## src/fcer_pkg.sv

```systemverilog
// Constants and types for the fetch control and exception registers
package fcer_pkg;

  // ----------------------------------------------------------------
  // Register selection and control-word write layout
  // ----------------------------------------------------------------
  typedef enum logic [1:0] {
    FCER_SEL_CTRL = 2'h0,
    FCER_SEL_EXCEPTION_RETURN_ADDRESS = 2'h1,
    FCER_SEL_SUMMARY = 2'h2,
    FCER_SEL_NONE = 2'h3
  } fcer_sel_t;

  localparam int W_ASN_LSB = 47;
  localparam int W_RES_HI = 46;
  localparam int W_COUNTER_ENABLE_LSB = 44;
  localparam int W_RES_MID = 43;
  localparam int W_FPE = 42;
  localparam int W_MAP = 41;
  localparam int W_HWE = 40;
  localparam int W_DI = 39;
  localparam int W_BHE = 38;
  localparam int W_JSE = 37;
  localparam int W_BPE = 36;
  localparam int W_PIPE = 35;
  localparam int W_MUX1_LSB = 32;
  localparam int W_MUX0_LSB = 8;
  localparam int W_RES_LO = 4;
  localparam int W_PC0 = 3;
  localparam int W_PC1 = 0;

  // ----------------------------------------------------------------
  // Control-word read layout and summary layout
  // ----------------------------------------------------------------
  localparam int R_RES_HI = 34;
  localparam int R_ASN_LSB = 28;
  localparam int R_RES_MID = 27;
  localparam int R_COUNTER_ENABLE_LSB = 25;
  localparam int R_RES_LO = 24;
  localparam int R_FPE = 23;
  localparam int R_MAP = 22;
  localparam int R_HWE = 21;
  localparam int R_DI = 20;
  localparam int R_BHE = 19;
  localparam int R_JSE = 18;
  localparam int R_BPE = 17;
  localparam int R_PIPE = 16;
  localparam int R_MUX1_LSB = 13;
  localparam int R_MUX0_LSB = 9;
  localparam int R_PC1 = 2;
  localparam int R_PC0 = 1;
  localparam int S_MSK = 33;
  localparam int S_KIND_LSB = 3;
  localparam int S_SWC = 2;
  localparam int EA_PAL = 0;
  localparam int EA_EXACT = 1;
  localparam logic [63:0] FCALL_STEP = 64'h0000_0000_0000_0004;
  localparam logic [1:0] SUPERPAGE_TAG = 2'h2;

  // Counter terminal masks: index 0 is counter 0, index 1 counter 1
  localparam logic [15:0] CNT_TERM_SET0 = 16'h0fff;
  localparam logic [15:0] CNT_TERM_CLR0 = 16'hffff;
  localparam logic [15:0] CNT_TERM_SET1 = 16'h00ff;
  localparam logic [15:0] CNT_TERM_CLR1 = 16'h0fff;

  typedef enum logic [2:0] {
    FCER_ENT_OTHER = 3'h0,
    FCER_ENT_FCALL = 3'h1,
    FCER_ENT_ARITHMETIC_TRAP_ENTRY = 3'h2,
    FCER_ENT_MACHINE_CHECK_ENTRY = 3'h3,
    FCER_ENT_RESET = 3'h4
  } fcer_entry_t;

  typedef enum logic [1:0] {
    FCER_PRED_NOT_TAKEN = 2'h0,
    FCER_PRED_DISP_SIGN = 2'h1,
    FCER_PRED_HISTORY = 2'h2
  } fcer_pred_t;

  // Write-mask shift delay walks 00 -> 01 -> 11 -> 00
  typedef enum logic [1:0] {
    FCER_MS_IDLE = 2'b00,
    FCER_MS_WAIT1 = 2'b01,
    FCER_MS_WAIT2 = 2'b11
  } fcer_ms_t;

endpackage : fcer_pkg

```

## src/fcer_regs.sv

```systemverilog
// Fetch unit control, exception return address and exception summary
`timescale 1ns/100ps
module fcer_regs
  import fcer_pkg::*;
(
  input wire logic mclk,
  input wire logic resetn,
  input wire logic mtpr_valid,
  input wire logic mfpr_valid,
  input wire fcer_pkg::fcer_sel_t ipr_sel,
  input wire logic [63:0] ipr_wdata,
  output logic [63:0] ipr_rdata,
  output logic ipr_rvalid,
  input wire logic pal_mode,
  input wire logic kernel_mode,
  input wire logic issue_reserved,
  input wire logic issue_float,
  output logic illegal_opcode_fault,
  output logic float_disabled_fault,
  output logic translation_reg_access_ok,
  output logic [5:0] fill_tag,
  input wire logic [5:0] fetch_tag,
  input wire logic fetch_asm,
  input wire logic fetch_hit_raw,
  output logic fetch_valid,
  input wire logic [42:13] fetch_vpc,
  input wire logic [33:13] itb_pa,
  input wire logic itb_asm,
  output logic [33:13] fetch_pa,
  output logic fill_asm,
  output logic dual_issue_allow,
  output fcer_pkg::fcer_pred_t predict_mode,
  input wire logic subroutine_call,
  output logic return_push,
  input wire logic issue_interlocked,
  input wire logic issue_exempt,
  input wire logic pipe_empty,
  input wire logic write_buffer_empty,
  output logic issue_stall,
  output logic [2:0] counter1_event_select,
  output logic [3:0] counter0_event_select,
  input wire logic [1:0] count_event,
  output logic [1:0] counter_irq,
  input wire logic exc_entry,
  input wire fcer_pkg::fcer_entry_t exc_kind,
  input wire logic [63:0] exc_pc,
  input wire logic exc_pc_exact,
  input wire logic firmware_return,
  output logic [63:0] return_target,
  output logic return_to_native,
  input wire logic trap_valid,
  input wire logic [5:0] trap_kinds,
  input wire logic trap_float,
  input wire logic trap_swc_mod,
  input wire logic [5:0] trap_dest
);

  // ----------------------------------------------------------------
  // Control word
  // ----------------------------------------------------------------
  logic [5:0] asn_r, asn_nxt;
  logic pc0_thr_r, pc0_thr_nxt, pc1_thr_r, pc1_thr_nxt;
  logic [1:0] counter_enable_r, counter_enable_nxt;
  logic fpe_r, fpe_nxt, map_r, map_nxt, hwe_r, hwe_nxt;
  logic di_r, di_nxt, bhe_r, bhe_nxt, jse_r, jse_nxt;
  logic bpe_r, bpe_nxt, pipe_r, pipe_nxt;
  logic [2:0] mux1_r, mux1_nxt, res_r, res_nxt;
  logic [3:0] mux0_r, mux0_nxt;
  logic wr_ctrl;

  assign wr_ctrl = mtpr_valid && ipr_sel == FCER_SEL_CTRL;

  always_comb
  begin
    asn_nxt = asn_r;
    pc0_thr_nxt = pc0_thr_r;
    pc1_thr_nxt = pc1_thr_r;
    {counter_enable_nxt, fpe_nxt, map_nxt, hwe_nxt} = {counter_enable_r, fpe_r, map_r, hwe_r};
    {di_nxt, bhe_nxt, jse_nxt, bpe_nxt} = {di_r, bhe_r, jse_r, bpe_r};
    {pipe_nxt, mux1_nxt, mux0_nxt, res_nxt} = {pipe_r, mux1_r, mux0_r, res_r};
    if (wr_ctrl)
    begin
      asn_nxt = ipr_wdata[W_ASN_LSB +: 6];
      pc0_thr_nxt = ipr_wdata[W_PC0];
      pc1_thr_nxt = ipr_wdata[W_PC1];
      counter_enable_nxt = ipr_wdata[W_COUNTER_ENABLE_LSB +: 2];
      fpe_nxt = ipr_wdata[W_FPE];
      map_nxt = ipr_wdata[W_MAP];
      hwe_nxt = ipr_wdata[W_HWE];
      di_nxt = ipr_wdata[W_DI];
      bhe_nxt = ipr_wdata[W_BHE];
      jse_nxt = ipr_wdata[W_JSE];
      bpe_nxt = ipr_wdata[W_BPE];
      pipe_nxt = ipr_wdata[W_PIPE];
      mux1_nxt = ipr_wdata[W_MUX1_LSB +: 3];
      mux0_nxt = ipr_wdata[W_MUX0_LSB +: 4];
      // Reserved bits simply held
      res_nxt = {ipr_wdata[W_RES_HI], ipr_wdata[W_RES_MID],
                 ipr_wdata[W_RES_LO]};
    end
  end

  // No reset here: tag and thresholds survive a chip reset
  always_ff @(posedge mclk)
  begin
    asn_r <= asn_nxt;
    pc0_thr_r <= pc0_thr_nxt;
    pc1_thr_r <= pc1_thr_nxt;
  end

  always_ff @(posedge mclk)
  begin
    if (!resetn)
    begin
      {counter_enable_r, fpe_r, map_r, hwe_r} <= '0;
      {di_r, bhe_r, jse_r, bpe_r} <= '0;
      {pipe_r, mux1_r, mux0_r, res_r} <= '0;
    end
    else
    begin
      {counter_enable_r, fpe_r, map_r, hwe_r} <= {counter_enable_nxt, fpe_nxt, map_nxt, hwe_nxt};
      {di_r, bhe_r, jse_r, bpe_r} <= {di_nxt, bhe_nxt, jse_nxt, bpe_nxt};
      {pipe_r, mux1_r, mux0_r, res_r} <= {pipe_nxt, mux1_nxt, mux0_nxt,
                                          res_nxt};
    end
  end

  // ----------------------------------------------------------------
  // Issue and fetch controls
  // ----------------------------------------------------------------
  logic sp_active;

  // Enable bit never opens the translation registers
  assign illegal_opcode_fault = issue_reserved && !pal_mode &&
                                !(hwe_r && kernel_mode);
  assign translation_reg_access_ok = pal_mode;
  assign float_disabled_fault = issue_float && !fpe_r;
  assign fill_tag = asn_r;
  assign sp_active = map_r && kernel_mode &&
                     fetch_vpc[42:41] == SUPERPAGE_TAG;
  assign fetch_pa = sp_active ? fetch_vpc[33:13] : itb_pa;
  assign fill_asm = sp_active || itb_asm;
  assign fetch_valid = fetch_hit_raw &&
                       (fetch_asm || fetch_tag == asn_r);
  assign dual_issue_allow = di_r;
  assign predict_mode = !bpe_r ? FCER_PRED_NOT_TAKEN :
                        (bhe_r ? FCER_PRED_HISTORY :
                         FCER_PRED_DISP_SIGN);
  assign return_push = subroutine_call && jse_r;
  assign issue_stall = issue_interlocked && !pipe_r && !issue_exempt &&
                       !(pipe_empty && write_buffer_empty);
  assign counter1_event_select = mux1_r;
  assign counter0_event_select = mux0_r;

  // ----------------------------------------------------------------
  // Performance counters
  // ----------------------------------------------------------------
  genvar gi;
  generate
    for (gi = 0; gi < 2; gi++)
    begin : g_cnt
      // Per-counter state kept local so each register has one driver
      logic [15:0] cnt_r, cnt_nxt, term;
      logic irq_r, irq_nxt, thr, hit;
      assign thr = (gi == 0) ? pc0_thr_r : pc1_thr_r;
      assign term = (gi == 0) ? (thr ? CNT_TERM_SET0 : CNT_TERM_CLR0) :
                    (thr ? CNT_TERM_SET1 : CNT_TERM_CLR1);
      assign hit = count_event[gi] && (|counter_enable_r);
      always_comb
      begin
        cnt_nxt = hit ? cnt_r + 16'h0001 : cnt_r;
        irq_nxt = hit && ((cnt_r & term) == term);
      end
      always_ff @(posedge mclk)
      begin
        if (!resetn)
        begin
          cnt_r <= '0;
          irq_r <= 1'b0;
        end
        else
        begin
          cnt_r <= cnt_nxt;
          irq_r <= irq_nxt;
        end
      end
      assign counter_irq[gi] = irq_r;
    end
  endgenerate

  // ----------------------------------------------------------------
  // Exception return address
  // ----------------------------------------------------------------
  logic [63:0] ea_r, ea_nxt, fcall_pc;

  assign fcall_pc = exc_pc + FCALL_STEP;

  always_comb
  begin
    ea_nxt = ea_r;
    if (mtpr_valid && ipr_sel == FCER_SEL_EXCEPTION_RETURN_ADDRESS)
      ea_nxt = ipr_wdata;
    // Hardware entry outranks a software write in the same cycle
    if (exc_entry)
    begin
      case (exc_kind)
        FCER_ENT_FCALL:
          ea_nxt = {fcall_pc[63:2], 1'b0, pal_mode};
        FCER_ENT_ARITHMETIC_TRAP_ENTRY, FCER_ENT_MACHINE_CHECK_ENTRY:
          ea_nxt = {exc_pc[63:2], exc_pc_exact, pal_mode};
        FCER_ENT_RESET:
          ea_nxt = exc_pc;
        default:
          ea_nxt = {exc_pc[63:2], 1'b0, pal_mode};
      endcase
    end
  end

  always_ff @(posedge mclk)
  begin
    if (!resetn)
      ea_r <= '0;
    else
      ea_r <= ea_nxt;
  end

  assign return_target = ea_r;
  assign return_to_native = firmware_return && !ea_r[EA_PAL];

  // ----------------------------------------------------------------
  // Exception summary and write mask
  // ----------------------------------------------------------------
  logic [5:0] kind_r, kind_nxt;
  logic swc_r, swc_nxt, swc_broken_r, swc_broken_nxt;
  logic [63:0] mask_r, mask_nxt;
  fcer_ms_t ms_r, ms_nxt;
  logic wr_sum, rd_sum;

  assign wr_sum = mtpr_valid && ipr_sel == FCER_SEL_SUMMARY;
  assign rd_sum = mfpr_valid && ipr_sel == FCER_SEL_SUMMARY;

  always_comb
  begin
    kind_nxt = wr_sum ? '0 : kind_r;
    swc_nxt = wr_sum ? 1'b0 : swc_r;
    swc_broken_nxt = wr_sum ? 1'b0 : swc_broken_r;
    // A trap in the clearing cycle still lands
    if (trap_valid)
    begin
      kind_nxt = kind_nxt | trap_kinds;
      if (trap_float && !trap_swc_mod)
      begin
        swc_nxt = 1'b0;
        swc_broken_nxt = 1'b1;
      end
      else if (trap_float && !swc_broken_nxt)
        swc_nxt = 1'b1;
    end
    mask_nxt = mask_r;
    case (ms_r)
      FCER_MS_IDLE:
        ms_nxt = rd_sum ? FCER_MS_WAIT1 : FCER_MS_IDLE;
      FCER_MS_WAIT1:
        ms_nxt = FCER_MS_WAIT2;
      FCER_MS_WAIT2:
      begin
        ms_nxt = FCER_MS_IDLE;
        mask_nxt = {mask_r[62:0], 1'b0};
      end
      default:
        ms_nxt = FCER_MS_IDLE;
    endcase
    if (trap_valid)
      mask_nxt[trap_dest] = 1'b1;
  end

  always_ff @(posedge mclk)
  begin
    if (!resetn)
    begin
      kind_r <= '0;
      swc_r <= 1'b0;
      swc_broken_r <= 1'b0;
      mask_r <= '0;
      ms_r <= FCER_MS_IDLE;
    end
    else
    begin
      kind_r <= kind_nxt;
      swc_r <= swc_nxt;
      swc_broken_r <= swc_broken_nxt;
      mask_r <= mask_nxt;
      ms_r <= ms_nxt;
    end
  end

  // ----------------------------------------------------------------
  // Read data
  // ----------------------------------------------------------------
  logic [63:0] rdata_r, rdata_nxt;
  logic rvalid_r;

  always_comb
  begin
    rdata_nxt = '0;
    case (ipr_sel)
      FCER_SEL_CTRL:
      begin
        rdata_nxt[R_ASN_LSB +: 6] = asn_r;
        rdata_nxt[R_COUNTER_ENABLE_LSB +: 2] = counter_enable_r;
        {rdata_nxt[R_RES_HI], rdata_nxt[R_RES_MID],
         rdata_nxt[R_RES_LO]} = res_r;
        rdata_nxt[R_FPE:R_PIPE] = {fpe_r, map_r, hwe_r, di_r, bhe_r,
                                   jse_r, bpe_r, pipe_r};
        rdata_nxt[R_MUX1_LSB +: 3] = mux1_r;
        rdata_nxt[R_MUX0_LSB +: 4] = mux0_r;
        rdata_nxt[R_PC1] = pc1_thr_r;
        rdata_nxt[R_PC0] = pc0_thr_r;
      end
      FCER_SEL_EXCEPTION_RETURN_ADDRESS:
        rdata_nxt = ea_r;
      FCER_SEL_SUMMARY:
      begin
        rdata_nxt[S_MSK] = mask_r[63];
        rdata_nxt[S_KIND_LSB +: 6] = kind_r;
        rdata_nxt[S_SWC] = swc_r;
      end
      default:
        rdata_nxt = '0;
    endcase
  end

  always_ff @(posedge mclk)
  begin
    if (!resetn)
    begin
      rdata_r <= '0;
      rvalid_r <= 1'b0;
    end
    else
    begin
      rdata_r <= mfpr_valid ? rdata_nxt : rdata_r;
      rvalid_r <= mfpr_valid;
    end
  end

  assign ipr_rdata = rdata_r;
  assign ipr_rvalid = rvalid_r;

  // ----------------------------------------------------------------
  // Checks
  // ----------------------------------------------------------------
  property p_reset_clear;
    @(posedge mclk) !resetn |=> (fpe_r == 1'b0 && counter_enable_r == 2'h0 &&
                                 pipe_r == 1'b0 && mux0_r == 4'h0);
  endproperty
  a_reset_clear: assert property (p_reset_clear)
    else $error("control not cleared by reset");
  property p_reserved;
    @(posedge mclk) disable iff (!resetn)
    (issue_reserved && !pal_mode && !hwe_r) |-> illegal_opcode_fault;
  endproperty
  a_reserved: assert property (p_reserved)
    else $error("reserved instruction not faulted");
  property p_tag;
    @(posedge mclk) disable iff (!resetn)
    (fetch_tag != asn_r && !fetch_asm) |-> !fetch_valid;
  endproperty
  a_tag: assert property (p_tag)
    else $error("mismatched tag fetch accepted");
  property p_cnt_off;
    @(posedge mclk) disable iff (!resetn)
    (counter_enable_r == 2'h0 && !wr_ctrl) |=> $stable(g_cnt[0].cnt_r);
  endproperty
  a_cnt_off: assert property (p_cnt_off)
    else $error("counter ran while disabled");
  property p_float;
    @(posedge mclk) disable iff (!resetn)
    float_disabled_fault |-> (issue_float && !fpe_r);
  endproperty
  a_float: assert property (p_float)
    else $error("float fault with float enabled");
  property p_fcall;
    @(posedge mclk) disable iff (!resetn)
    (exc_entry && exc_kind == FCER_ENT_FCALL) |=>
      ea_r[63:2] == $past(fcall_pc[63:2]) && !ea_r[EA_EXACT];
  endproperty
  a_fcall: assert property (p_fcall)
    else $error("firmware call saved wrong address");
  property p_kind_sticky;
    @(posedge mclk) disable iff (!resetn)
    (kind_r[0] && !wr_sum) |=> kind_r[0];
  endproperty
  a_kind_sticky: assert property (p_kind_sticky)
    else $error("trap kind lost without write");
  property p_sum_write;
    @(posedge mclk) disable iff (!resetn)
    (wr_sum && !trap_valid && ms_r != FCER_MS_WAIT2) |=>
      kind_r == 6'h00 && !swc_r &&
                                mask_r[63] == $past(mask_r[63]);
  endproperty
  a_sum_write: assert property (p_sum_write)
    else $error("summary write misbehaved");
  property p_msk_shift;
    @(posedge mclk) disable iff (!resetn)
    (rd_sum && ms_r == FCER_MS_IDLE && !trap_valid)
      ##1 (!trap_valid && !rd_sum) [*2]
      |=> mask_r == {$past(mask_r[62:0], 3), 1'b0};
  endproperty
  a_msk_shift: assert property (p_msk_shift)
    else $error("mask not shifted three cycles after read");
  property p_sum_read;
    @(posedge mclk) disable iff (!resetn)
    rd_sum |=> ipr_rdata[S_MSK] == $past(mask_r[63]) &&
               ipr_rdata[32:9] == 24'h000000;
  endproperty
  a_sum_read: assert property (p_sum_read)
    else $error("summary read layout wrong");

  c_superpage: cover property (@(posedge mclk) disable iff (!resetn)
    sp_active && fetch_valid);
  c_irq0: cover property (@(posedge mclk) disable iff (!resetn)
    counter_irq[0]);
  c_drain: cover property (@(posedge mclk) disable iff (!resetn)
    rd_sum ##3 rd_sum);

endmodule : fcer_regs

```

## config.mk

```make
export PLATFORM = sky130hd
export DESIGN_NAME = fcer_regs
export DESIGN_NICKNAME = d
export VERILOG_FILES = /design/src/fcer_pkg.sv /design/src/fcer_regs.sv
export SDC_FILE = /design/constraint.sdc
export NUM_CORES = 1
export LEC_CHECK = 0
export ABC_CLOCK_PERIOD_IN_PS = 3400
export BUFFER_PORTS_ARGS = -buffer_cell sky130_fd_sc_hd__buf_2
export CAP_MARGIN = 20
export CORE_ASPECT_RATIO = 0.8
export CORE_MARGIN = 5
export CORE_UTILIZATION = 51
export DETAILED_ROUTE_END_ITERATION = 6
export GPL_TIMING_DRIVEN = 0
export PLACE_DENSITY_LB_ADDON = 0.1
export SETUP_SLACK_MARGIN = 0.05
export SYNTH_ARGS = -nofsm -noshare
export SYNTH_HDL_FRONTEND = slang
export SYNTH_SLANG_ARGS = --single-unit
```

## constraint.sdc

```tcl
create_clock -name mclk -period 3.4 [get_ports mclk]
set_clock_uncertainty 0.2 [all_clocks]
set_input_delay 0.68 -clock mclk [delete_from_list [all_inputs] [get_ports mclk]]
set_output_delay 0.68 -clock mclk [all_outputs]
set_load 0.05 [all_outputs]
```

### After elaboration in Yosys (flattened, before gate mapping)

Cells that the tools add are included.

* shift-type cells: 0
* eq/ne operators: 12
* order comparisons: 2
* bitwise logic cells: 4
* divide/modulo/power cells: 0
* add/sub/neg operators: 3
* multiplexer cells: 31
* multiply operators: 0
* reduce and logical (&&, ||, !) cells: 40

Operator list (count)
* 2-to-1 mux 64 bit: 4
* case mux 64 bit (3 select lines): 1
* adder 64 x 3 -> 64 bit, second input constant: 1
* OR 64 bit: 1
* case mux 24 bit (2 select lines): 1
* adder 16 x 1 -> 16 bit, second input constant: 2
* 2-to-1 mux 29 bit: 1
* logical AND 1 bit: 24
* 2-to-1 mux 21 bit: 1
* bitwise AND 16 x 12 -> 16 bit: 1
* bitwise AND 16 bit: 1
* == test 16 x 12 -> 1 bit: 1
* == test 16 bit: 1
* 2-to-1 mux 16 bit: 1
* 2-to-1 mux 12 bit: 1
* 2-to-1 mux 6 bit: 2
* case mux 6 bit (2 select lines): 1
* 2-to-1 mux 1 bit: 10
* logical NOT 1 bit: 9
* < comparator 6 x 7 -> 1 bit, second input constant: 1
* demux 1 bit (select 6 bit): 1
* == test 2 bit, second input constant: 3
* == test 3 x 2 -> 1 bit, second input constant: 2
* == test 6 bit: 1
* 13 further kinds: 20

* bits in latches: 0
* bits in writable memories: 0
* output and inout bits: 176
* bits of input ports: 226
* register bits: 265
* memories kept: 0
* bits in read-only memories: 0
* logic and storage cells: 119

### Longest topological paths before layout

* word-level depth: 8
* gate-level depth with buffers: 7
* depth with buffers taken out: 7

### Least setup slack after synthesis

Ideal clock, no wire load.

* path kind: input to register
* from: input port exc_kind[2]
* to: register ea_r[55], in the netlist return_target[55]
* buffers on the path: 1
* required time: 3126 ps
* stages on the path: 7
* setup time: 74 ps
* path slack: 538 ps
* arrival time: 2588 ps
* cells stage by stage: or3b_1 -> buf_6 -> nor4_4 -> nand4_4 -> or3_4 -> or3_1 -> a31oi_1

* longest elaborated chain between the ends: 4
* elaborated cells between the ends (all ways): 7
* those cells by class: eq/ne: 4; mux: 2; reduce/logical: 1

Ends and longest elaborated chain
* start: declaration: line fcer_regs.sv:45 `input wire fcer_pkg::fcer_entry_t exc_kind,`
* == test 3 x 2 -> 1 bit: line fcer_regs.sv:206 `case (exc_kind)`
* OR reduction 2 bit: line fcer_regs.sv:206
* case mux 64 bit (3 select lines) *: line fcer_regs.sv:206
* 2-to-1 mux 64 bit *: line fcer_regs.sv:204 `if (exc_entry)`
* end signal: assignment: line fcer_regs.sv:224 `ea_r <= ea_nxt;`
* end: declaration: line fcer_regs.sv:194 `logic [63:0] ea_r, ea_nxt, fcall_pc;`

Mark *: on every way between the ends. The rest lies on a longest branch, timed or not.
A chain may end at the register's enable or synchronous reset.

### Worst setup path in the final report

* from: register map_r
* to: output port fetch_pa[31] (netlist name)

* longest elaborated chain between the ends: 3

Ends and longest elaborated chain
* start: declaration: line fcer_regs.sv:64 `logic fpe_r, fpe_nxt, map_r, map_nxt, hwe_r, hwe_nxt;`
* start signal: assignment: line fcer_regs.sv:121 `{counter_enable_r, fpe_r, map_r, hwe_r} <= {counter_enable_nxt, fpe_nxt, map_nxt, hwe_nxt};`
* logical AND 1 bit (2 in series): line fcer_regs.sv:139 `assign sp_active = map_r && kernel_mode &&`
* 2-to-1 mux 21 bit: line fcer_regs.sv:141 `assign fetch_pa = sp_active ? fetch_vpc[33:13] : itb_pa;`
* end: declaration: line fcer_regs.sv:29 `output logic [33:13] fetch_pa,`

Every way passes these cells.

==> impl_results.md <==
* CTS buffer count at 28
* Status: complete, no violations
* Iter 0 DRT Violations at 1258
* Maximum vdd drop at 0.414 mV
* Full die area at 26800 um2
* Crit. End Element: output pin
* Final #Nets at 2082
* Sequential cell area fraction in the yosys report at 44.0%
* Area Overhead vs Synth at 28.1%
* Gate count of the mapped netlist at 1425
* Register bit total from synthesis at 261
* Crit Path Category: reg -> out
* Number of synthesized flops with an enable pin at 8
* Max H-tree Level at 1
* Gr usage total at 33.2%
* Die W at 182 um
* Final cell count without fillers at 2187
* Largest net degree at the start of global routing at 15
* Clk sinks at 261
* Synth Warn # at 0
* Core ar. at 23300 um2
* Hold WC Path Type: in -> reg
* Leak at 6.37 nW
* Slew headroom at 40.3%
* Largest cells by area after synthesis: dfxtp_1, nand2_1, mux2_2
* Largest area contributor in the netlist: dfxtp_1
* Clk buf depth at 3
* Routability cong. at 0.956
* First-pass GRT wire length at 70700 um
* I/O pin count at 402
* Worst skew pair latency at 0.54 ns
* CP Data Arrival Time at 2.15 ns
* Max frequency at 0.330 GHz
* Die height at 147 um
* FFs w/ async S/R, synth at 0%
* Share of layout cells above drive strength 1 at 27.5%
* Post-DP HPWL at 36100 um
* Sum of negative setup slack at 0 ns
* Routed Antenna Nets at 0
* Root Driver: clkbuf_16
* Synth top area share at 42.0%
* GR Overflow Total at 0
* DR WL/cell at 21.4 um
* Max-cap violations at 0
* Row cnt at 50
* First-pass detailed-route iteration total at 6
* Period utilization at 89.1%
* Setup Viol. Count Final at 0
* Final Critical Period at 3.03 ns
* DRC Markers at 0
* Critical Path Start Type: flip-flop
* Mapped Nets at 1658
* Post-placement cell count at 2130
* CTS tree: built
* Main synth FF type: dfxtp_1
* Worst Tran Pin Value at 0.893 ns
* Hold Vio Cnt, Final at 0
* Cell variety after synth at 53
* Critical Path RT at 2.52 ns
* Post-CTS Hold Fix Bufs at 0
* Critical Path Fanout Max at 10
* Starting density of the core at 51.6%
* Number of port buffers at 386
* Synthesized area per cell at 8.46 um2
* Vias in the first global route at 12300
* Final Max Slew Viols at 0
* Routed vias/inst at 5.84
* RSZ-0062 raised after global routing: no
* Pwr Density at 504 nW/um2
* Synth Cell Area at 12100 um2
* Hold Slack at 0.131 ns
* Initial antenna violation count at 5
* Vias at 12800
* DRT Wirelength at 46700 um
* Clock-pin slew on the worst setup and hold paths at 0.07 ns
critical path, cell delays in order (launching register included):
cell,delay [ns]
dfxtp_1,0.33
nand4b_1,0.21
clkbuf_1,0.41
mux2_2,0.44
buf_2,0.22
cell usage in the layout (no fill, tap or decap), types with 6 or more instances in the layout:
master     netlist  layout
inv_1           16      16
buf_2            0     390
clkbuf_1        93      96
xnor2_1         42      42
a31oi_1         65      65
nand2_1        261     261
xor2_1          46      46
a211oi_1        32      32
a22o_1          30      30
buf_1           10      10
o21ai_0         45      45
a221oi_1        25      25
clkbuf_16        0      29
nand3_1         60      60
buf_4            3       6
and2_1           9       9
nor4_1           7       7
nor3_1          46      45
mux2_2          63      63
and3_1          35      35
nand4_1         21      21
clkbuf_8         0       6
nor2_1          95      95
dfxtp_1        253     253
a22oi_1         13      13
edfxtp_1         8       8
and4_1           8       8
ha_1             7       7
nor3b_1          7       7
a311oi_1         9       9
a21oi_1         74      74
layout make-up:
cell class | instances | area (um2)
Buffer | 107 | 420
Inverter | 17 | 63.8
Timing Repair Buffer | 394 | 1990
Clock buffer | 38 | 820
Clock inverter | 14 | 175
Sequential cell | 261 | 5310
Tap cell | 312 | 390
Antenna cell | 4 | 10.0
Fill cell | 2085 | 7900
Multi-Input combinational cell | 1040 | 6270
worst paths after layout:
kind | cells past startpoint | end | startpoint | slack [ns]
min reg2reg | 2 | res_r[0] | res_r[0] | 0.27
max reg2reg | 5 | g_cnt[0].cnt_r[14] | counter_enable_r[1] | 1.46
min | 1 | g_cnt[1].thr | ipr_wdata[0] | 0.13
max | 4 | fetch_pa[31] | map_r | 0.37
per-layer routing:
metal / vias up / share of wire, % / GRT usage [%]
met5: - / 0.028 / 0
met3: 90 / 10 / 7.11
met2: 698 / 46 / 53.4
li1: 5937 / - / -
met4: 2 / 3.4 / 11.7
met1: 6041 / 41 / 44.3
cells by family after synthesis:
logic type,Yosys count,synth area share [%]
multiplexers,67,6.22
XOR/XNOR,88,6.40
buffers and inverters,124,4.02
adder cells (fa/ha/maj),7,0.727
flip-flops,261,44.0
AND/OR/NAND/NOR,575,22.1
AO/OA/AOI/OAI,303,16.5
stage by stage:
stage          setup slack [ns]  area [um2]  power (mW)  util, %
6_report                  0.371       15400        7.79     66.2
5_1_grt                   0.224       15400        8.01     66.2
4_1_cts                   0.154       15400        7.78     66.1
3_5_place_dp             -0.408       14400        4.54     61.8
3_3_place_gp             -0.385       14400        4.52     61.6
2_1_floorplan             0.538       12100        4.07        -
state kept, by name (all words and copies together), names as in the netlist:
| name | count |
|---|---|
| dual_issue_allow | 1 |
| kind_r | 6 |
| swc_r | 1 |
| swc_broken_r | 1 |
| g_cnt.cnt_r | 28 |
| pipe_r | 1 |
| g_cnt.irq_r | 2 |
| hwe_r | 1 |
| counter0_event_select | 4 |
| bhe_r | 1 |
| return_target | 64 |
| ipr_rvalid | 1 |
| jse_r | 1 |
| ms_r | 2 |
| mask_r | 64 |
| ipr_rdata | 64 |
| fpe_r | 1 |
| counter1_event_select | 3 |
| g_cnt.thr | 2 |
| fill_tag | 6 |
| res_r | 3 |
| counter_enable_r | 2 |
| map_r | 1 |
| bpe_r | 1 |
what timing repair did:
action | in CTS | in global routing
setup buffers | 0 | 0
gates resized for setup | 0 | 1
setup endpoints to repair | 0 | 1
where the power goes:
group	internal [mW]	switching (mW)	total, mW
sequential	3.18	0.0928	3.28
combinational	0.357	0.855	1.21
clock	1.99	1.31	3.30
total	5.53	2.26	7.79
cells in the mapped netlist, types with 5 or more instances:
cell      instances
dfxtp_1         253
a211oi_1         32
a31oi_1          65
nor3b_1           7
a311oi_1          9
edfxtp_1          8
or3_1             5
a22oi_1          13
o21ai_0          45
xnor2_1          42
a22o_1           30
and3_1           35
nand3_1          60
a21oi_1          74
nand4_1          21
nand2_1         261
xor2_1           46
clkbuf_1         93
inv_1            16
and2_1            9
ha_1              7
mux2_2           63
nor2_1           95
buf_1            10
nor3_1           46
nor4_1            7
and4_1            8
a221oi_1         25
(Power assumes the default switching activity.)
